`config.mk`:
```
export PLATFORM = sky130hd
export DESIGN_NAME = sfm_fault_monitor
export DESIGN_NICKNAME = d
export VERILOG_FILES = /design/src/sfm_pkg.sv /design/src/sfm_fault_monitor.sv /design/src/sfm_filter.sv
export SDC_FILE = /design/constraint.sdc
export NUM_CORES = 1
export LEC_CHECK = 0
export BUFFER_PORTS_ARGS = -buffer_cell sky130_fd_sc_hd__clkbuf_2
export CAP_MARGIN = 20
export CORE_ASPECT_RATIO = 1.25
export CORE_UTILIZATION = 61
export CTS_CLUSTER_SIZE = 28
export DETAILED_ROUTE_END_ITERATION = 7
export PLACE_DENSITY = 0.8
export SLEW_MARGIN = 0
export SYNTH_ARGS = -nofsm -noshare
export SYNTH_HDL_FRONTEND = slang
export SYNTH_SLANG_ARGS = --single-unit
```
`constraint.sdc`:
```
create_clock -name clk -period 3.2 [get_ports clk]
set_input_delay 0.8 -clock clk [delete_from_list [all_inputs] [get_ports clk]]
set_output_delay 0.8 -clock clk [all_outputs]
set_load 0.05 [all_outputs]
```
`src/sfm_pkg.sv`:
```
// Package of constants and carrier types for the supply, pump and open-load fault monitor
package sfm_pkg;

	// --------------------------------------------------------------
	// Clock and timing
	// --------------------------------------------------------------
	localparam int CLK_MHZ = 125;
	localparam real SUPPLY_FILTER_US = 3.5;
	localparam real PUMP_FILTER_US = 4.0;
	localparam real OL_BULB_FILTER_US = 64.0;
	localparam real OL_CONV_FILTER_MS = 2.0;
	localparam real RESTART_MS = 64.0;
	localparam int SUPPLY_FILTER_CYC = int'(SUPPLY_FILTER_US * CLK_MHZ);
	localparam int PUMP_FILTER_CYC = int'(PUMP_FILTER_US * CLK_MHZ);
	localparam int OL_BULB_FILTER_CYC = int'(OL_BULB_FILTER_US * CLK_MHZ);
	localparam int OL_CONV_FILTER_CYC = int'(OL_CONV_FILTER_MS * 1000.0 * CLK_MHZ);
	localparam int RESTART_CYC = int'(RESTART_MS * 1000.0 * CLK_MHZ);
	localparam int NUM_CH = 5;

	// --------------------------------------------------------------
	// Register map (word offsets are byte addresses / 4)
	// --------------------------------------------------------------
	localparam logic [3:0] ADDR_STATUS = 4'h0;
	localparam logic [3:0] ADDR_CH_STATUS = 4'h1;
	localparam logic [3:0] ADDR_DEV_STATUS = 4'h2;
	localparam logic [3:0] ADDR_OUT_CTRL = 4'h3;
	localparam logic [3:0] ADDR_OL_CTRL = 4'h4;
	localparam logic [3:0] ADDR_MODE = 4'h5;
	localparam logic [3:0] ADDR_CH_SEL = 4'h6;
	localparam logic [4:0] OUT_CTRL_RST = 5'h00;
	localparam logic [4:0] OL_FILT_RST = 5'h00;
	localparam logic [4:0] LED_SEL_RST = 5'h00;
	localparam logic [31:0] UNMAPPED_DATA = 32'h00000000;

	// Per-channel analog comparator inputs
	typedef struct packed {
		logic openloadStd;
		logic openloadLed;
	} sfm_olcmp_s;

	// Analog supply comparator inputs
	typedef struct packed {
		logic supplyLow;
		logic supplyHigh;
		logic pumpBad;
		logic pumpSettled;
	} sfm_supply_s;

endpackage : sfm_pkg

```
`src/sfm_fault_monitor.sv`:
```
// Fault monitor of a five-channel high-side switch with Avalon-MM registers
// How it works
// - Filtered undervoltage sets summary and supply-low
// - Normal mode: undervoltage restart needs host ON write
// - Supply flags clear after condition gone plus read
// - Fail mode restarts undervoltage-off outputs automatically
// - Auto-restart interval is 64 ms
// - Overvoltage sets summary and supply-high flags
// - Supply filters need 3.5 us persistence
// - Before pump settles, outputs off, commands held
// - Filtered pump fault disables outputs, sets flags
// - Held command executes when pump valid again
// - Pump flag clears after recovery plus read
// - Pump filter needs 4.0 us persistence
// - Open-load detection per channel while on
// - LED select bit picks detection threshold
// - Open load sets quick, global, channel flags
// - Channel open-load flag clears after recovery, read
// - Open load never switches the output off
// - Filter-select bit picks 64 us or 2 ms
// - Open-load filter resets when output goes low
//
// Register access over Avalon-MM and the register addresses are this design's own decisions.
`timescale 1ns/100ps
module sfm_fault_monitor #(
	parameter int NUM_CH = sfm_pkg::NUM_CH,
	parameter int RESTART_CYC = sfm_pkg::RESTART_CYC,
	parameter int OL_CONV_CYC = sfm_pkg::OL_CONV_FILTER_CYC,
	parameter int OL_BULB_CYC = sfm_pkg::OL_BULB_FILTER_CYC
) (
	input wire logic clk,
	input wire logic rst_b,
	// Avalon-MM slave
	input wire logic [3:0] address,
	input wire logic read,
	input wire logic write,
	input wire logic [31:0] writedata,
	input wire logic [3:0] byteenable,
	output logic [31:0] readdata,
	output logic waitrequest,
	// Analog comparators
	input wire sfm_pkg::sfm_supply_s supplyCmp,
	input wire sfm_pkg::sfm_olcmp_s [NUM_CH-1:0] olCmp,
	// Power stage enables
	output logic [NUM_CH-1:0] outEnable
);

	localparam int CW = 24;

	// --------------------------------------------------------------
	// State
	// --------------------------------------------------------------
	typedef enum logic [1:0] {
		BUS_IDLE,
		BUS_ACK
	} sfm_bus_e;

	typedef struct packed {
		sfm_bus_e bus;
		logic [31:0] readdata;
		logic [NUM_CH-1:0] onCmd;
		logic [NUM_CH-1:0] uvOff;
		logic [NUM_CH-1:0] outOn;
		logic [NUM_CH-1:0] filtSel;
		logic [NUM_CH-1:0] ledSel;
		logic [NUM_CH-1:0] olFlag;
		logic [2:0] chSel;
		logic failMode;
		logic supplyLowFlag;
		logic supplyHighFlag;
		logic pumpFaultFlag;
		logic [CW-1:0] restartCnt;
	} sfm_state_s;

	sfm_state_s state;
	sfm_state_s next_state;

	logic uvSeen;
	logic ovSeen;
	logic cpSeen;
	logic [NUM_CH-1:0] olSeen;
	logic [NUM_CH-1:0] olRaw;
	logic deviceFaultSummary;
	logic globalOpenloadFlag;
	logic [NUM_CH-1:0] channelQuickFault;
	logic outputsBlocked;

	// Word of every mapped register, used only by the read path
	function automatic logic [31:0] sfm_read_word(input sfm_state_s s, input logic device_fault_summary_flag,
		input logic global_openload_flag, input logic [NUM_CH-1:0] qsf);
		logic [31:0] w;
		w = 32'h00000000;
		unique case (s.bus == BUS_IDLE ? address : 4'hf)
			sfm_pkg::ADDR_STATUS:
				w = {24'h000000, device_fault_summary_flag, global_openload_flag, s.pumpFaultFlag, qsf};
			sfm_pkg::ADDR_CH_STATUS:
				w = {30'h00000000, device_fault_summary_flag, s.olFlag[s.chSel]};
			sfm_pkg::ADDR_DEV_STATUS:
				w = {29'h00000000, device_fault_summary_flag, s.supplyHighFlag, s.supplyLowFlag};
			sfm_pkg::ADDR_OUT_CTRL:
				w = {27'h0000000, s.onCmd};
			sfm_pkg::ADDR_OL_CTRL:
				w = {19'h00000, s.ledSel, 3'h0, s.filtSel};
			sfm_pkg::ADDR_MODE:
				w = {31'h00000000, s.failMode};
			sfm_pkg::ADDR_CH_SEL:
				w = {29'h00000000, s.chSel};
			default:
				w = sfm_pkg::UNMAPPED_DATA;
		endcase
		return w;
	endfunction : sfm_read_word

	// --------------------------------------------------------------
	// Filters
	// --------------------------------------------------------------
	// supply and pump persistence filters
	sfm_filter #(.WIDTH(CW)) uvFilt (
		.clk(clk),
		.rst_b(rst_b),
		.condIn(supplyCmp.supplyLow),
		.limit(CW'(sfm_pkg::SUPPLY_FILTER_CYC)),
		.accepted(uvSeen)
	);

	sfm_filter #(.WIDTH(CW)) ovFilt (
		.clk(clk),
		.rst_b(rst_b),
		.condIn(supplyCmp.supplyHigh),
		.limit(CW'(sfm_pkg::SUPPLY_FILTER_CYC)),
		.accepted(ovSeen)
	);

	sfm_filter #(.WIDTH(CW)) cpFilt (
		.clk(clk),
		.rst_b(rst_b),
		.condIn(supplyCmp.pumpBad),
		.limit(CW'(sfm_pkg::PUMP_FILTER_CYC)),
		.accepted(cpSeen)
	);

	// One open-load filter per channel, counting only while that output is high
	genvar g;
	generate
		for (g = 0; g < NUM_CH; g++)
		begin : gOl
			assign olRaw[g] = state.outOn[g] &
				(state.ledSel[g] ? olCmp[g].openloadLed : olCmp[g].openloadStd);
			// filter time by select, reset when off
			sfm_filter #(.WIDTH(CW)) olFilt (
				.clk(clk),
				.rst_b(rst_b),
				.condIn(olRaw[g]),
				.limit(state.filtSel[g] ? CW'(OL_CONV_CYC) : CW'(OL_BULB_CYC)),
				.accepted(olSeen[g])
			);
		end
	endgenerate

	// --------------------------------------------------------------
	// Summaries
	// --------------------------------------------------------------
	// summary covers supply and pump flags
	assign deviceFaultSummary = state.supplyLowFlag | state.supplyHighFlag | state.pumpFaultFlag;
	// global and quick flags from channel flags
	assign globalOpenloadFlag = |state.olFlag;
	assign channelQuickFault = state.olFlag;
	// outputs blocked until pump settles and while pump fault persists
	assign outputsBlocked = !supplyCmp.pumpSettled | cpSeen;

	// --------------------------------------------------------------
	// Next-state logic
	// --------------------------------------------------------------
	always_comb
	begin
		logic doWrite;
		logic doRead;
		logic [31:0] wd;
		doWrite = 1'b0;
		doRead = 1'b0;
		wd = writedata;
		next_state = state;
		// Slave answers one cycle after the request, holding waitrequest meanwhile
		next_state.bus = BUS_IDLE;
		if ((read | write) && state.bus == BUS_IDLE)
		begin
			next_state.bus = BUS_ACK;
			next_state.readdata = sfm_read_word(state, deviceFaultSummary,
				globalOpenloadFlag, channelQuickFault);
			doRead = read;
			doWrite = write & byteenable[0];
		end

		// Register writes
		if (doWrite)
		begin
			unique case (address)
				sfm_pkg::ADDR_OUT_CTRL:
				begin
					// host ON write restarts undervoltage-off channels
					next_state.onCmd = wd[NUM_CH-1:0];
					next_state.uvOff = state.uvOff & ~wd[NUM_CH-1:0];
				end
				sfm_pkg::ADDR_OL_CTRL:
				begin
					next_state.filtSel = wd[NUM_CH-1:0];
					next_state.ledSel = byteenable[1] ? wd[8+NUM_CH-1:8] : state.ledSel;
				end
				sfm_pkg::ADDR_MODE:
					next_state.failMode = wd[0];
				sfm_pkg::ADDR_CH_SEL:
					next_state.chSel = (wd[2:0] < 3'(NUM_CH)) ? wd[2:0] : state.chSel;
				default:
				begin
				end
			endcase
		end

		// supply flags clear on read only once condition gone
		if (doRead && address == sfm_pkg::ADDR_DEV_STATUS)
		begin
			if (!uvSeen)
				next_state.supplyLowFlag = 1'b0;
			if (!ovSeen)
				next_state.supplyHighFlag = 1'b0;
		end
		// pump flag clears after recovery plus read
		if (doRead && address == sfm_pkg::ADDR_STATUS && !cpSeen)
			next_state.pumpFaultFlag = 1'b0;
		// channel flag clears after recovery plus read
		if (doRead && address == sfm_pkg::ADDR_CH_STATUS && !olSeen[state.chSel])
			next_state.olFlag[state.chSel] = 1'b0;

		// Sets win over clears
		// supply, pump and channel open-load flags
		if (uvSeen)
			next_state.supplyLowFlag = 1'b1;
		if (ovSeen)
			next_state.supplyHighFlag = 1'b1;
		if (cpSeen)
			next_state.pumpFaultFlag = 1'b1;
		next_state.olFlag = next_state.olFlag | olSeen;

		if (uvSeen)
		begin
			next_state.uvOff = next_state.uvOff | next_state.onCmd;
			next_state.restartCnt = '0;
		end
		else if (state.failMode && |state.uvOff)
		begin
			if (state.restartCnt >= CW'(RESTART_CYC - 1))
			begin
				next_state.uvOff = '0;
				next_state.restartCnt = '0;
			end
			else
				next_state.restartCnt = state.restartCnt + CW'(1);
		end
		else
			next_state.restartCnt = '0;

		// held command executes once pump valid; open load ignored
		next_state.outOn = outputsBlocked ? '0 : (next_state.onCmd & ~next_state.uvOff);
	end

	// --------------------------------------------------------------
	// State register
	// --------------------------------------------------------------
	always_ff @(posedge clk or negedge rst_b)
	begin
		if (!rst_b)
		begin
			state <= '0;
			state.onCmd <= sfm_pkg::OUT_CTRL_RST;
			state.filtSel <= sfm_pkg::OL_FILT_RST;
			state.ledSel <= sfm_pkg::LED_SEL_RST;
		end
		else
			state <= next_state;
	end

	// Outputs
	assign waitrequest = (read | write) & (state.bus == BUS_IDLE);
	assign readdata = state.readdata;
	assign outEnable = state.outOn;

endmodule : sfm_fault_monitor

```
`src/sfm_filter.sv`:
```
// Persistence filter: output rises after input held high for a count
`timescale 1ns/100ps
module sfm_filter #(
	parameter int WIDTH = 20
) (
	input wire logic clk,
	input wire logic rst_b,
	input wire logic condIn,
	input wire logic [WIDTH-1:0] limit,
	output logic accepted
);

	typedef struct packed {
		logic [WIDTH-1:0] count;
		logic accepted;
	} sfm_filt_state_s;

	sfm_filt_state_s state;
	sfm_filt_state_s next_state;

	// Count while held, restart on any drop so glitches never accumulate
	always_comb
	begin
		next_state = state;
		if (!condIn)
		begin
			next_state.count = '0;
			next_state.accepted = 1'b0;
		end
		else if (state.count >= limit - WIDTH'(1))
			next_state.accepted = 1'b1;
		else
			next_state.count = state.count + WIDTH'(1);
	end

	always_ff @(posedge clk or negedge rst_b)
	begin
		if (!rst_b)
			state <= '0;
		else
			state <= next_state;
	end

	assign accepted = state.accepted;

endmodule : sfm_filter

```
==> impl_metrics.csv <==
group,metric,value,unit
status,status,"finished clean",
setup_path,cp_data_arrival_time,3.35,ns
clocking,cts.repair.resized,0,
detailed_routing,route.vias.total,10482,
yosys,synth.largest_area_cell,"dfrtp_1",
sta,fmax,0.346,GHz
detailed_routing,vias_per_cell,5.99,
detailed_routing,drc_errors,0,
yosys,synth_edf_count,0,
setup_path,startpoint_type,"flop",
pwr,vdd_drop_max,0.512,mV
sta,tns,0,ns
yosys,syn_avg_cell_area,10.0,um2
setup_path,end_kind,"flop",
sta,clock-skew-final,0.00932,ns
die,core_area,22400,um2
clocking,clock_tree.root_cell,"clkbuf_16",
yosys,synth_top_cell_area_share,49.0,%
yosys,synth-seq-area-share,49.0,%
setup_path,timing.rr.start,"state[43]$_DFFE_PN0P_",
yosys,yosys-top-cells-count,"275 x dfrtp_1, 108 x nand2_1, 100 x nor2_1, 80 x a21oi_1, 68 x ha_1",
clocking,cts_hold_buf,0,
die,rows,61,
yosys,synthCells,1400,
die,die_w,138,um
sta,slew_violations,0,
layout,nets,1569,
yosys,synth_area,14000,um2
die,ios,96,
placement,dp_hpwl,19400,um
pwr,finalPower,7.65,mW
global_route,antenna_found_initial,5,
clocking,htreeDepth,1,
global_route,grt_max_degree,71,
detailed_routing,routedWlPerCell,16.4,um
setup_path,critical_path_peak_fanout,9,
placement,gp_congestion,0.853,
global_route,grt_util_met3,4.19,%
yosys,synth.distinct_cells,67,
clocking,cts_buffers,28,
pwr,powerDensity,494,nW/um2
detailed_routing,dr.pass1.iters,5,
global_route,grt_first_pass_wirelength,49100,um
sta,worstMarginPinSlew,0.935,ns
sta,rsz0062_at_grt,"false",
global_route,grt_pass1_vias,10405,
yosys,synth_most_common_cell,"dfrtp_1",
setup_path,cp-startpoint,"state[43]$_DFFE_PN0P_",
global_route,use_met1,32.8,%
sta,worst_hold_slack,0.220,ns
layout,syn_to_final_growth,10.3,%
yosys,synth_area_leaders,"dfrtp_1 49%, ha_1 6.1%, nand2_1 2.9%",
layout,drive_above_1_share,10.5,%
sta,slew_headroom,37.3,%
clocking,post_cts_buffers,0,
global_route,busiest_layer,"met2",
pwr,p_leak,7.12,nW
die,dieArea,23600,um2
yosys,dominantRegCellSynth,"dfrtp_1",
sta,layout_min_cycle_time,2.89,ns
die,die_h,172,um
detailed_routing,drt_iter0_markers,720,
detailed_routing,routed_wl,28700,um
die,start_util,62.6,%
global_route,use_met2,43.8,%
detailed_routing,drtAntennaViolNets,0,
global_route,grt.overflow.total,0,
sta,setup_viol,0,
flow_run,drv_cap,0,
setup_path,critical_path_class,"flop to flop",
sta,hold_viol,0,
hold_path,hp-class,"input port to async pin",
setup_path,crit_required,3.66,ns
clocking,clk_path_buf_depth,3,
yosys,async_reset_ff_share,100,%
global_route,grt_usage,25.6,%
clocking,clk-insertion-delay-late,0.54,ns
yosys,synth-seq-cells,275,
yosys,yosysWarningCount,0,
sta,finalCritPeriodShare,90.3,%
clocking,cts_tree,"built",
clocking,numClockSinks,275,
clocking,path_clk_slew,0.06,ns
placement,portBuffers,52,
-- path summary, 6_finish.rpt --
path / to / slack (ns) / cells after the start
max in group asynchronous: gOl[4].olFilt.state[11]$_DFFE_PN0P_ / 2.21 / 2
min: gOl[1].olFilt.state[13]$_DFFE_PN0P_ / 0.22 / 1
max reg2reg: gOl[2].olFilt.state[18]$_DFFE_PN0P_ / 0.31 / 9
min reg2reg: readdata[9]$_DFFE_PN0P_ / 0.47 / 2
min in group clk: readdata[9]$_DFFE_PN0P_ / 0.47 / 2
max: gOl[2].olFilt.state[18]$_DFFE_PN0P_ / 0.31 / 9
-- per-layer routing --
layer	vias up	routed length (um)
li1	5103	-
met1	5110	12300
met2	202	14300
met3	61	1260
met4	6	739
met5	-	41
-- logic make-up (layout without fill, tap and decap cells) --
family                   Yosys count  in the layout  share of synthesized area (%)
adder cells (fa/ha/maj)           68             68                           6.06
multiplexers                      36             36                           2.78
flip-flops                       275            275                           49.0
XOR/XNOR                          53             53                           3.30
AND/OR/NAND/NOR                  593            593                           22.6
buffers and inverters            114            159                           4.16
other                              1             22                         0.0267
AO/OA/AOI/OAI                    260            260                           12.1
-- placed cells by master (no fill, tap or decap), types with 25 or more instances in the layout --
cell / instances
dfrtp_1: 275
nand2_1: 108
nor2_1: 100
a21oi_1: 80
ha_1: 68
nand3_1: 66
and2_1: 61
and3_1: 52
clkbuf_2: 51
or3_1: 47
nand4_1: 43
o21ai_0: 39
inv_1: 38
clkbuf_16: 29
o31ai_1: 28
xnor2_1: 27
xor2_1: 26
or4_1: 25
-- sequential cells by signal (all words and copies together), names as in the netlist --
signal               flops
channelQuickFault        5
cpFilt.accepted          1
cpFilt.state            24
gOl.olFilt.accepted      5
gOl.olFilt.state       120
outEnable                5
ovFilt.accepted          1
ovFilt.state            24
readdata                13
state                   52
uvFilt.accepted          1
uvFilt.state            24
-- per-stage QoR --
| step | setup WS (ns) | cell area [um2] | utilization, % | cells |
|---|---|---|---|---|
| final | 0.311 | 15500 | 69.0 | 1749 |
| after floorplan | 0.754 | 14100 | - | 1419 |
| after global routing | 0.144 | 15500 | 69.0 | 1749 |
| after CTS | 0.319 | 15500 | 69.0 | 1747 |
| after global placement | 0.416 | 14500 | 64.6 | 1696 |
| after detailed placement | 0.368 | 14500 | 64.6 | 1696 |
-- power by group --
part / total, mW / internal (mW) / switching, mW / leakage, nW
Clock: 3.48 / 2.13 / 1.34 / 0.489
Combinational: 0.546 / 0.172 / 0.373 / 2.82
Sequential: 3.63 / 3.54 / 0.0950 / 3.82
-- worst max-delay path, stage by stage (launching register included) --
cell and delay, ns:
dfrtp_1 0.39, buf_4 0.18, ha_1 0.29, a2111oi_0 0.39, o21ai_1 0.13, o2111ai_1 0.17
nand3_1 0.33, buf_4 0.27, or4_1 0.49, a21oi_1 0.16
-- final cells by class --
type	count	area (um2)
clock buffer	40	837
inverter	38	143
timing repair buffer	70	443
multi-input combinational	1030	6670
tap	283	354
antenna	2	5.00
clock inverter	11	164
fill	1692	6950
sequential	275	6880
No activity file was read; power rests on OpenSTA's default activity.
